### src/logic/tws_pkg.sv
// package for the table write / test skip / xor literal execution block
package tws_pkg;
   // opcode patterns and masks
   localparam logic [15:0] OPC_TBLWR_MASK  = 16'hfffc;
   localparam logic [15:0] OPC_TBLWR       = 16'h000c;
   localparam logic [15:0] OPC_TSTSZ_MASK  = 16'hfe00;
   localparam logic [15:0] OPC_TSTSZ       = 16'h6600;
   localparam logic [15:0] OPC_XORL_MASK   = 16'hff00;
   localparam logic [15:0] OPC_XORL        = 16'h0a00;
   // table write modes in the low two opcode bits
   localparam logic [1:0]  TW_NOCHG        = 2'h0;
   localparam logic [1:0]  TW_POSTINC      = 2'h1;
   localparam logic [1:0]  TW_POSTDEC      = 2'h2;
   localparam logic [1:0]  TW_PREINC       = 2'h3;
   // field positions
   localparam int          BANK_BIT        = 8;
   localparam int          HOLD_SEL_W      = 3;
   localparam int          HOLD_NUM        = 8;
   // highest indexed literal offset address
   localparam logic [7:0]  ILO_LIMIT       = 8'h5f;
   localparam logic [3:0]  ACCESS_HI_BANK  = 4'hf;
   localparam logic [7:0]  ACCESS_SPLIT    = 8'h60;
   // reset values
   localparam logic [20:0] TP_RST          = 21'h000000;
   localparam logic [7:0]  W_RST           = 8'h00;
   localparam logic [7:0]  HOLD_RST        = 8'hff;

   // data memory address request
   typedef struct packed {
      logic        valid;
      logic        indexed;   // indexed literal offset operand
      logic [11:0] addr;
   } tws_dmem_s;

   // skip state: idle, one nop, two nops
   typedef enum logic [1:0] {
      SK_RUN  = 2'b00,
      SK_NOP1 = 2'b01,
      SK_NOP2 = 2'b11
   } tws_skip_e;
endpackage

### src/logic/tws_core.sv
// execution of table write, test file skip zero and xor literal working
//
// Function
// - post-increment: write holding, then pointer plus one
// - pre-increment: pointer plus one, then write holding
// - pointer low three bits pick holding register
// - zero operand discards prefetched instruction as nop
// - one cycle, or two when skipping
// - skipping two-word instruction takes three cycles
// - bank bit picks access bank or bank select
// - extended set: low file addresses are indexed when bank bit is clear
// - xor literal into working reg, sets n and z
//
// timing of one execute slot
// - an instruction retires at the rising edge where i_cyc_en is high and the
//   slot is live; edges without the enable change no state at all
// - table write: pointer and the chosen holding byte settle at that edge
// - test file skip zero: o_dmem is driven combinationally in the slot, so the
//   data memory has to return i_file_data within the same clock cycle
// - a zero operand arms the skip sequencer; the next one or two enabled
//   slots are flushed and their opcodes ignored, with o_flush and o_busy high
// - xor literal working: working register, n and z settle at the edge
//
// limitations
// - the holding bytes are only collected here; moving them into program
//   memory is handled outside this block
// - only three instructions are decoded; every other opcode is a no-operation
// - the indexed operand address wraps inside eight bits of i_fsr2_base, which
//   keeps the adder narrow; software must not rely on a carry into the bank
// - the post-decrement table write mode is carried for completeness of the
//   mode field even though no rule here asks for it
// - a reset in the middle of a skip drops the pending nop slots
//
// trade-offs
// - the operand request is combinational to save a cycle of latency; a slow
//   data memory has to be met by stretching the instruction cycle enable
// - the skip sequencer walks three codes in a loop, so one step cannot be a
//   single bit change; the spare code falls back to run
// - the holding registers are a plain array rather than a memory macro, since
//   eight bytes are cheaper in flops than a wrapper
// - flags other than n and z belong to the status register outside; this
//   block only reports the two that xor literal working may change
`timescale 1ns/1ns
`default_nettype none
module tws_core
   import tws_pkg::*;
#(
   parameter int PTR_W = 21
)
(
   input  wire logic             i_ref_clk,
   input  wire logic             i_rst_n,
   input  wire logic             i_cyc_en,          // one pulse per instruction cycle
   input  wire logic [15:0]      i_opcode,          // instruction in execute this cycle
   input  wire logic             i_next_two_word,   // prefetched instruction is two words
   input  wire logic [7:0]       i_table_latch,
   input  wire logic [3:0]       i_bank_select_register,
   input  wire logic             i_ext_en,
   input  wire logic [7:0]       i_fsr2_base,
   input  wire logic [7:0]       i_file_data,       // operand read from data memory
   output tws_dmem_s             o_dmem,
   output logic [PTR_W-1:0]      o_table_pointer,
   output logic [8*HOLD_NUM-1:0] o_hold,
   output logic [7:0]            o_wreg,
   output logic                  o_flag_n,
   output logic                  o_flag_z,
   output logic                  o_flush,           // current execute slot is a forced nop
   output logic                  o_busy
);
   // refuse a pointer not at least one bit wider than the holding register select
   if (PTR_W < HOLD_SEL_W + 1)
   begin : g_ptr_w_check
      $error("PTR_W too small");
   end

   // architectural state
   logic [PTR_W-1:0]      table_pointer_r;
   logic [7:0]            hold_r [HOLD_NUM];
   logic [7:0]            wreg_r;
   logic                  flag_n_r;
   logic                  flag_z_r;
   tws_skip_e             skip_r;
   // decode and datapath
   logic                  is_tw;
   logic                  is_tst;
   logic                  is_xor;
   logic                  live;
   logic [PTR_W-1:0]      tp_inc;
   logic [PTR_W-1:0]      tp_dec;
   logic [7:0]            xor_res;
   logic [11:0]           addr;
   logic                  indexed;
   logic [HOLD_SEL_W-1:0] hold_sel;

   ////////////////////////////////////////////////////////////////////////////
   // decode; a slot being skipped executes nothing
   function automatic logic op_match(input logic [15:0] op, input logic [15:0] m,
                                     input logic [15:0] v);
      op_match = (op & m) == v;
   endfunction

   // holding register picked by a table write; pre-increment uses the new pointer
   function automatic logic [HOLD_SEL_W-1:0] hold_pick(input logic [1:0]       mode,
                                                       input logic [PTR_W-1:0] now,
                                                       input logic [PTR_W-1:0] ahead);
      hold_pick = (mode == TW_PREINC) ? ahead[HOLD_SEL_W-1:0]
                                      : now[HOLD_SEL_W-1:0];
   endfunction

   assign live    = i_cyc_en && (skip_r == SK_RUN);
   assign is_tw   = live && op_match(i_opcode, OPC_TBLWR_MASK, OPC_TBLWR);
   assign is_tst  = live && op_match(i_opcode, OPC_TSTSZ_MASK, OPC_TSTSZ);
   assign is_xor  = live && op_match(i_opcode, OPC_XORL_MASK, OPC_XORL);
   assign tp_inc  = table_pointer_r + PTR_W'(1);
   assign tp_dec  = table_pointer_r - PTR_W'(1);
   assign xor_res = wreg_r ^ i_opcode[7:0];
   // one index for the write port, whichever table write form is running
   assign hold_sel = hold_pick(i_opcode[1:0], table_pointer_r, tp_inc);

   tws_addr_gen u_addr (
      .i_file                 (i_opcode[7:0]),
      .i_bank_bit             (i_opcode[BANK_BIT]),
      .i_bank_select_register (i_bank_select_register),
      .i_ext_en               (i_ext_en),
      .i_fsr2_base            (i_fsr2_base),
      .o_addr                 (addr),
      .o_indexed              (indexed)
   );

   // operand request goes out only for test file skip zero
   always_comb
   begin
      o_dmem.valid   = is_tst;
      o_dmem.indexed = indexed;
      o_dmem.addr    = addr;
   end

   ////////////////////////////////////////////////////////////////////////////
   // table pointer update
   // the post-decrement form is decoded too, so every mode code is served
   always_ff @(posedge i_ref_clk or negedge i_rst_n)
   begin
      if (!i_rst_n)
         table_pointer_r <= PTR_W'(TP_RST);
      else if (is_tw)
      begin
         unique case (i_opcode[1:0])
            TW_NOCHG:   table_pointer_r <= table_pointer_r;
            TW_POSTINC: table_pointer_r <= tp_inc;
            TW_POSTDEC: table_pointer_r <= tp_dec;
            TW_PREINC:  table_pointer_r <= tp_inc;
         endcase
      end
   end

   // holding register write; pre-increment uses the advanced pointer
   always_ff @(posedge i_ref_clk or negedge i_rst_n)
   begin
      if (!i_rst_n)
      begin
         for (int i = 0; i < HOLD_NUM; i++)
            hold_r[i] <= HOLD_RST;
      end
      else if (is_tw)
         hold_r[hold_sel] <= i_table_latch;
   end

   ////////////////////////////////////////////////////////////////////////////
   // working register and flags; other flags untouched since only n, z live here
   always_ff @(posedge i_ref_clk or negedge i_rst_n)
   begin
      if (!i_rst_n)
      begin
         wreg_r   <= W_RST;
         flag_n_r <= 1'b0;
         flag_z_r <= 1'b0;
      end
      else if (is_xor)
      begin
         wreg_r   <= xor_res;
         flag_n_r <= xor_res[7];
         flag_z_r <= (xor_res == 8'h00);
      end
   end

   ////////////////////////////////////////////////////////////////////////////
   // skip sequencer: the operand arrives combinationally in the execute cycle
   // the sequencer only steps on enabled edges, so a slowed instruction clock
   // still flushes exactly one or two whole slots
   always_ff @(posedge i_ref_clk or negedge i_rst_n)
   begin
      if (!i_rst_n)
         skip_r <= SK_RUN;
      else if (i_cyc_en)
      begin
         unique case (skip_r)
            SK_RUN:
            begin
               if (is_tst && (i_file_data == 8'h00))
                  skip_r <= i_next_two_word ? SK_NOP2 : SK_NOP1;
            end
            SK_NOP2: skip_r <= SK_NOP1;
            SK_NOP1: skip_r <= SK_RUN;
            default: skip_r <= SK_RUN;
         endcase
      end
   end

   // outputs
   // o_busy mirrors o_flush so a fetch unit can stall without decoding
   always_comb
   begin
      o_table_pointer = table_pointer_r;
      o_wreg          = wreg_r;
      o_flag_n        = flag_n_r;
      o_flag_z        = flag_z_r;
      o_flush         = (skip_r != SK_RUN);
      o_busy          = (skip_r != SK_RUN);
      for (int i = 0; i < HOLD_NUM; i++)
         o_hold[8*i +: 8] = hold_r[i];
   end
endmodule
`default_nettype wire

### src/logic/tws_addr_gen.sv
// data memory address former for file operands
`timescale 1ns/1ns
`default_nettype none
module tws_addr_gen
   import tws_pkg::*;
(
   input  wire logic [7:0]  i_file,
   input  wire logic        i_bank_bit,
   input  wire logic [3:0]  i_bank_select_register,
   input  wire logic        i_ext_en,
   input  wire logic [7:0]  i_fsr2_base,
   output logic      [11:0] o_addr,
   output logic             o_indexed
);
   // access bank splits at 60h; bank bit set uses bank select register
   always_comb
   begin
      o_indexed = 1'b0;
      if (i_bank_bit)
         o_addr = {i_bank_select_register, i_file};
      else if (i_ext_en && (i_file <= ILO_LIMIT))
      begin
         o_indexed = 1'b1;
         o_addr    = {4'h0, i_fsr2_base + i_file};
      end
      else if (i_file < ACCESS_SPLIT)
         o_addr = {4'h0, i_file};
      else
         o_addr = {ACCESS_HI_BANK, i_file};
   end
endmodule
`default_nettype wire

### config.mk
export PLATFORM = sky130hd
export DESIGN_NAME = tws_core
export DESIGN_NICKNAME = d
export VERILOG_FILES = /design/src/logic/tws_pkg.sv /design/src/logic/tws_core.sv /design/src/logic/tws_addr_gen.sv
export SDC_FILE = /design/constraint.sdc
export NUM_CORES = 1
export LEC_CHECK = 0
export BUFFER_PORTS_ARGS = -buffer_cell sky130_fd_sc_hd__buf_2
export CAP_MARGIN = 0
export CELL_PAD_IN_SITES_DETAIL_PLACEMENT = 1
export CELL_PAD_IN_SITES_GLOBAL_PLACEMENT = 1
export CORE_ASPECT_RATIO = 0.7
export CORE_MARGIN = 2
export CORE_UTILIZATION = 40
export DETAILED_ROUTE_END_ITERATION = 8
export GPL_TIMING_DRIVEN = 1
export PLACE_DENSITY = 0.87
export SLEW_MARGIN = 20
export SYNTH_ARGS = -nofsm -noshare
export SYNTH_HDL_FRONTEND = slang
export SYNTH_SLANG_ARGS = --single-unit
### constraint.sdc
create_clock -name i_ref_clk -period 2.9 [get_ports i_ref_clk]
set_clock_uncertainty 0.2 [all_clocks]
set_input_delay 0.435 -clock i_ref_clk [delete_from_list [all_inputs] [get_ports i_ref_clk]]
set_output_delay 0.435 -clock i_ref_clk [all_outputs]
set_load 0.03 [all_outputs]
Word-level counts from Yosys, hierarchy flattened
Cells that the tools add are included.
{"block": "classes", "add_sub_neg": 3, "n_mul": 0, "div": 0, "n_lt_le_gt_ge": 4, "n_eq_ne": 8, "shifts": 0, "mux": 13, "bitwise_logic": 3, "n_reduce_logical": 15}
{"operator": "64-bit bitwise mux", "n": 1}
{"operator": "21-bit one-hot mux with 2 select lines", "n": 1}
{"operator": "12-bit two-way mux", "n": 3}
{"operator": "8-bit demux with 3-bit select", "n": 1}
{"operator": "21-bit by 1-bit adder with 21-bit output (second input constant)", "n": 1}
{"operator": "21-bit by 1-bit subtractor with 21-bit output (second input constant)", "n": 1}
{"operator": "8-bit logical NOT", "n": 2}
{"operator": "14-bit by 2-bit equality test with 1-bit output (second input constant)", "n": 1}
{"operator": "8-bit adder", "n": 1}
{"operator": "8-bit by 4-bit equality test with 1-bit output (second input constant)", "n": 1}
{"operator": "8-bit by 7-bit less-or-equal comparator with 1-bit output (second input constant)", "n": 1}
{"operator": "8-bit by 7-bit < comparator with 1-bit output (second input constant)", "n": 1}
{"operator": "8-bit two-way mux", "n": 1}
{"operator": "8-bit bitwise XOR", "n": 1}
{"operator": "7-bit by 6-bit equality test with 1-bit output (second input constant)", "n": 1}
{"operator": "1-bit logical AND", "n": 7}
{"operator": "2-bit equality test (second input constant)", "n": 3}
{"operator": "4-bit >= comparator (second input constant)", "n": 1}
{"operator": "2-bit logical NOT", "n": 2}
{"operator": "4-bit by 1-bit < comparator with 1-bit output (second input constant)", "n": 1}
{"operator": "2-bit two-way mux", "n": 2}
{"operator": "3-bit inverter with 4-bit output", "n": 1}
{"operator": "2-bit one-hot mux with 2 select lines", "n": 1}
{"operator": "2-bit AND reduction", "n": 2}
{"operator": "other kinds (7)", "n": 8}
{"block": "totals", "ff_bits": 97, "latchBits": 0, "ram_bits": 0, "romBits": 0, "out_inout_bits": 111, "word_cells": 59, "mem_count": 0}

Depth between registers and ports, before layout
Gate-level depths: netlist of the first run.
{"block": "depth", "word_depth": 8, "mapped_depth": 8, "mapped_depth_nobuf": 8}

By module
A second synthesis of the first run with hierarchy kept.
{"block": "unflattened", "hier_cells": 441, "area_unflattened_um2": 5037.3}
{"mod": "tws_core", "n_inst": 1, "cells_each": 372, "area_per_inst_um2": 4568.1, "seq_area_each_um2": 2482.4}
{"mod": "tws_addr_gen", "n_inst": 1, "cells_each": 69, "area_per_inst_um2": 469.2, "seq_area_each_um2": 0.0}

Least setup slack after synthesis of the first run
Ideal clock, no wire load.
{"block": "synth_path", "path_type": "input to output", "startpoint": "input port i_opcode[5]", "endpoint": "output port o_dmem[7] in the netlist's numbering", "arrival_time_ns": 2.351, "t_required_ns": 2.265, "setup_slack_ns": -0.086, "cell_stages": 3, "n_path_buf": 0, "path_cell_list": "a211oi_1 > nand2_1 > o311ai_0"}
{"item": "from (decl)", "line": "tws_core.sv:54", "text": "input wire logic [15:0] i_opcode,"}
{"item": "to (decl)", "line": "tws_core.sv:61", "text": "output tws_dmem_s o_dmem,"}

==> out/results.tsv, run 1 <==
metric	value	unit
simple-gate share of the synthesized area	15.0	%
H-Tree Depth	3	
Clock Latency Late Sink	0.34	ns
initial antenna violation count	0	
Layout area overhead	26.7	%
cell mode on critical path	buf_4	
post-DR wirelength/cell	19.4	µm
via density per instance	5.35	
most common cell in the netlist	dfstp_2	
leakage power	3.09	nW
pre-CTS setup slack	-0.0494	ns
Max clock buf depth	2	
remaining global-route overflow	0	
crit end category	output pin	
DRC Markers	0	
Tot Pwr	0.00287	W
CTS clk-pin slew, worst paths	0.07	ns
first-pass GRT wire length	24500	µm
largest net degree at the start of global routing	52	
master of the slowest instance on the critical path	fa_1	
synth warn	0	
row count	34	
gate count of the mapped netlist	438	
adder-cell share of the synthesized area	2.87	%
largest area contributor in the netlist	dfstp_2	
Post-Synth XOR/XNOR Area	7.46	%
Mapped Nets	498	
Die Ht	98.0	µm
multiplexer area fraction after synthesis	15.5	%
main combinational cell family by area after synthesis	multiplexers	
1st-iter DRT viols	130	
met1 usage	29.1	%
setup ws final	0.106	ns
WS Path Type	in2out	
MaxCap Viol Count	0	
Total Nets Final	666	
top post-synthesis cells by area	dfstp_2 (33%), dfrtp_1 (16%), mux2_2 (13%), xor2_1 (4.0%), xnor2_1 (3.5%)	
Pre-antenna DRT Iters	4	
worst path bufs/invs	4	
Hold WC Path Type	in2reg	
# setup viols final	0	
via count	4135	
dpl hpwl	11600	µm
number of global-route vias before repair	4517	
RSZ-0062 raised after global routing	no	
Placed Area	0.00609	mm²
core area	0.0124	mm²
Seq. cell area	0.00248	mm²
final hold vios	0	
slowest cell delay on critical path	0.40	ns
CP cell instances	buf_2 > ha_2 > inv_1 > fa_1 > nor2b_1 > o21ai_1 > a21boi_1 > buf_4 > o21ai_0 > nand3_1 > buf_4	
met3 usage	4.81	%
met2 Use GR	38.7	%
Post CTS Setup Buffer Count	0	
most used flip-flop cell after synthesis	dfstp_2	
outcome	complete, no violations	
TNS Setup	0	ns
count of flip-flops with a built-in enable after synthesis	0	
Die ar.	0.0136	mm²
Boundary Pins	160	
FFs w/ async S/R, synth	100	%
number of fill cells	1365	
area of the multi-input gates	0.00243	mm²
synthesized cell area	0.00505	mm²
post-route ant nets	0	
Yosys cell types	56	
Req. time, crit path	2.27	ns
Critical Path AT	2.16	ns
clock root cell	clkbuf_16	
post-synthesis compound-gate area fraction	7.13	%
fin crit period	2.79	ns
CTS tree	built	
CTS Sinks	96	
Initial Utilization	40.8	%
Total GRT Usage	22.6	%
input/output buffers	159	
Slew headroom	57.3	%
Critical Path Fanout Max	3	
Syn Area/Cell	11.5	µm²
Final period util	96.3	%
final wirelength	15000	µm
total CTS buffers	9	
die width	138	µm
grt peak-use layer	met2	
power density cells	448	mW/mm²
#FFs+latches synth	96	
Antenna Cells	0	
Commonest cells post-synth	dfstp_2 (64), mux2_2 (57), nand2_1 (35)	
worst vdd ir	0.305	mV
sequential area share after synthesis	49.1	%
Yosys top cell area share	33.3	%
routability-driven placement congestion ratio	0.930	
Final Cell Area	0.00640	mm²
share of layout cells above drive strength 1	54.7	%
Slew Limit Fails	0	
slew at the pin with the worst max-slew slack	0.641	ns
fmax	0.358	GHz
cell family with the largest share of critical-path delay	adder cells	
CP startpoint kind	primary input	
## worst register-to-register path, stage by stage, from the launching register on
cell       delay, ns
dfrtp_1         0.49
inv_1           0.18
ha_1            0.20
or3b_2          0.52
nor2_1          0.18
a21oi_1         0.18
a2111oi_1       0.45
xor2_1          0.19
## flip-flops by register name, indices dropped and copies added (netlist names)
signal and count:
o_flag_z 1, o_hold 64, o_table_pointer 21, o_wreg 8, skip_r 2
## cell type report
class | count | share of cell area, %
Clock buffer | 9 | 3.52
Clock inverter | 7 | 0.958
Inverter | 17 | 0.997
Multi-Input combinational cell | 309 | 38.0
Sequential cell | 96 | 38.8
Tap cell | 162 | 3.17
Timing Repair Buffer | 173 | 14.6
## final timing paths
kind / to / cells past startpoint / start / slack (ns)
hold / removal: skip_r[1] / 2 / i_next_two_word / 0.13
setup reg to reg: o_table_pointer[18] / 7 / o_table_pointer[1] / 0.24
setup / recovery: o_dmem[6] / 11 / i_opcode[0] / 0.11
hold reg to reg: o_table_pointer[20] / 1 / o_table_pointer[20] / 0.27
min in group asynchronous: o_table_pointer[19] / 2 / i_rst_n / 0.45
max in group asynchronous: o_hold[39] / 3 / i_rst_n / 1.32
## through the flow
| step | hold slack [ns] | utilization [%] | instances |
|---|---|---|---|
| floorplan | -0.0606 | - | 438 |
| global placement | 0.263 | 49.2 | 756 |
| detailed placement | 0.266 | 49.2 | 756 |
| CTS | 0.122 | 51.6 | 773 |
| global route | 0.136 | 51.7 | 773 |
| finish | 0.133 | 51.7 | 773 |
## cells by family (layout without fill, tap and decap cells)
group,Yosys count,in the layout
xor gates and xnor gates,43,43
and+or+nand+nor,134,134
DFF,96,96
AOI/OAI and AO/OA,54,54
adders and majority gates,11,11
buffers and inverters,33,206
muxes,67,67
## where the power goes
| group | leakage (nW) | switching (W) | internal [W] |
|---|---|---|---|
| clock | 0.140 | 0.000540 | 0.000600 |
| sequential | 1.09 | 0.0000102 | 0.00136 |
| combinational | 1.86 | 0.000242 | 0.000119 |
| total | 3.09 | 0.000792 | 0.00208 |
## routing by layer
layer | vias up | wire length, µm | share of wire (%)
met5 | - | 0 | 0
met4 | 0 | 244 | 1.6
met3 | 22 | 649 | 4.3
met2 | 104 | 7460 | 50
met1 | 2104 | 6660 | 44
li1 | 1905 | - | -
## timing repair
item / in CTS / in global routing
hold endpoints to repair: 32 / 0
gates resized for setup: 2 / 4
gates cloned: 0 / 0
endpoints found under the setup margin: 1 / 3
hold buffers: 1 / 0
## cells in the final DEF (no fill, tap or decap), types with 5 or more instances in the layout
master       n
nand4_1      6
xor2_1      23
inv_1       17
xnor2_1     20
dfstp_2     64
ha_1         9
nor4_1      11
clkbuf_16    9
nor2_4       8
a21oi_1     10
a32oi_1      6
or3_1        5
dfrtp_1     32
nand2_1     35
nor2_1      20
buf_4       13
nor3_1      13
o21ai_0     14
nand3_1      7
mux2_2      57
buf_2      157
mux2_4       8
Note: power is estimated with default switching activity, not from simulation.
==> run 2: changes to the inputs <==
Settings changed: CORE_ASPECT_RATIO 0.7 to 1.75.
==> run 2 against run 1 <==
Effect of this change: clock power grew 9%; utilization grew 0.94 points; global-route usage grew 0.91 points; highest routed layer unchanged; sequential share of layout area shrank 0.85 points; die area grew 0.15%; total power grew 3.8%; flip-flop and latch count is the same; largest power group unchanged; non-clock buffer count grew 13; register-to-register slack lost 0.10 ns; final cell count grew 2.5%.
==> out/results.tsv, run 2 (same netlist as run 1, synthesis figures left out) <==
metric	value	unit
outcome	complete, no violations	
share of layout cells above drive strength 1	55.9	%
largest net degree at the start of global routing	74	
slew at the pin with the worst max-slew slack	0.919	ns
crit end category	register	
Placed Area	0.00622	mm²
Req. time, crit path	2.97	ns
total CTS buffers	9	
via count	4211	
Die ar.	0.0136	mm²
remaining global-route overflow	0	
initial antenna violation count	0	
Hold WC Path Type	in2async	
DRC Markers	0	
final wirelength	15600	µm
Slew Limit Fails	0	
dpl hpwl	12100	µm
Initial Utilization	40.6	%
# setup viols final	0	
Seq. cell area	0.00248	mm²
first-pass GRT wire length	24500	µm
power density cells	455	mW/mm²
Total GRT Usage	23.5	%
Critical Path AT	2.83	ns
TNS Setup	0	ns
Max clock buf depth	2	
CP cell instances	inv_1 > ha_1 > nand4bb_1 > or2_1 > or3_1 > nor2_4 > mux2_2	
Clock Latency Late Sink	0.35	ns
worst vdd ir	0.250	mV
fin crit period	2.76	ns
routability-driven placement congestion ratio	0.839	
Final Cell Area	0.00654	mm²
Antenna Cells	0	
Slew headroom	38.7	%
core area	0.0124	mm²
Layout area overhead	29.5	%
CTS tree	built	
row count	54	
via density per instance	5.32	
Critical Path Fanout Max	8	
post-DR wirelength/cell	19.7	µm
Boundary Pins	160	
leakage power	3.16	nW
Pre-antenna DRT Iters	4	
hold_ws	0.0318	ns
final hold vios	0	
master of the slowest instance on the critical path	or3_1	
CP startpoint kind	register	
area of the multi-input gates	0.00243	mm²
fmax	0.362	GHz
clock root cell	clkbuf_16	
CTS Sinks	96	
die width	88.9	µm
number of global-route vias before repair	4713	
post-route ant nets	0	
CTS clk-pin slew, worst paths	0.07	ns
MaxCap Viol Count	0	
WS Path Type	reg2reg	
# hold bufs at CTS	0	
input/output buffers	159	
Total Nets Final	679	
Final period util	95.3	%
H-Tree Depth	3	
commonest non-fill, non-tap cells in the layout	buf_2 (158), dfstp_2 (64), mux2_2 (57)	
slowest cell delay on critical path	0.55	ns
number of fill cells	1415	
1st-iter DRT viols	187	
Die Ht	153	µm
max reg flops	64	
most common cell after layout, fill and taps aside	buf_2	
## run 2: where the power goes
| group | switching [W] | total (W) | internal, W | leakage, nW |
|---|---|---|---|---|
| Clock | 0.000537 | 0.00124 | 0.000705 | 0.152 |
| Sequential | 0.00000902 | 0.00137 | 0.00136 | 1.09 |
| Combinational | 0.000243 | 0.000369 | 0.000126 | 1.92 |
| Total | 0.000789 | 0.00298 | 0.00219 | 3.16 |
## run 2: area by class of cell
cell class              instances  share of cell area, %
flip-flops and latches         96                   37.9
multi-input cells             309                   37.2
repair buffers                186                   15.9
clock buffers                  10                   3.65
well taps                     168                   3.21
clock inverters                 6                   1.11
inverters                      17                  0.976
## run 2: worst paths after layout
path	from	to	cells after the start	slack [ns]
worst max-delay path	skip_r[1]	o_hold[53]	7	0.14
worst min-delay path	i_rst_n	o_table_pointer[6]	1	0.03
worst max register to register	skip_r[1]	o_hold[53]	7	0.14
worst min register to register	o_table_pointer[20]	o_table_pointer[20]	1	0.28
max in group asynchronous	i_rst_n	o_hold[58]	2	1.72
min in group i_ref_clk	i_next_two_word	skip_r[1]	2	0.12
## run 2: what timing repair did
action | CTS | global route
endpoints found under the setup margin | 1 | 2
pin swaps | 0 | 0
resized for setup | 1 | 5
setup buffers | 0 | 0
endpoints found under the hold margin | 0 | 0
## run 2: critical path: cells and delay by family (launching register included)
family / cells / cell delay (ns)
fa+ha+maj: 1 / 0.17
simple gates: 4 / 1.45
buf+inv: 1 / 0.07
mux: 1 / 0.40
flops: 1 / 0.39
## run 2: metal layers
metal | track usage (%) | up-vias | share of wire (%)
met5 | 0 | - | 0
met4 | 9.67 | 0 | 2.8
met3 | 3.95 | 32 | 4.6
met2 | 45.9 | 151 | 58
met1 | 23.0 | 2095 | 35
li1 | - | 1933 | -
## run 2: metrics by stage
stage / std cells / utilization, % / setup slack (ns) / total power [W]
2_1_floorplan: 438 / - / 0.117 / 0.00159
3_3_place_gp: 776 / 50.0 / 0.0251 / 0.00173
3_5_place_dp: 776 / 50.0 / -0.0603 / 0.00175
4_1_cts: 792 / 52.5 / 0.0389 / 0.00301
5_1_grt: 792 / 52.6 / -0.0137 / 0.00308
6_report: 792 / 52.6 / 0.135 / 0.00298
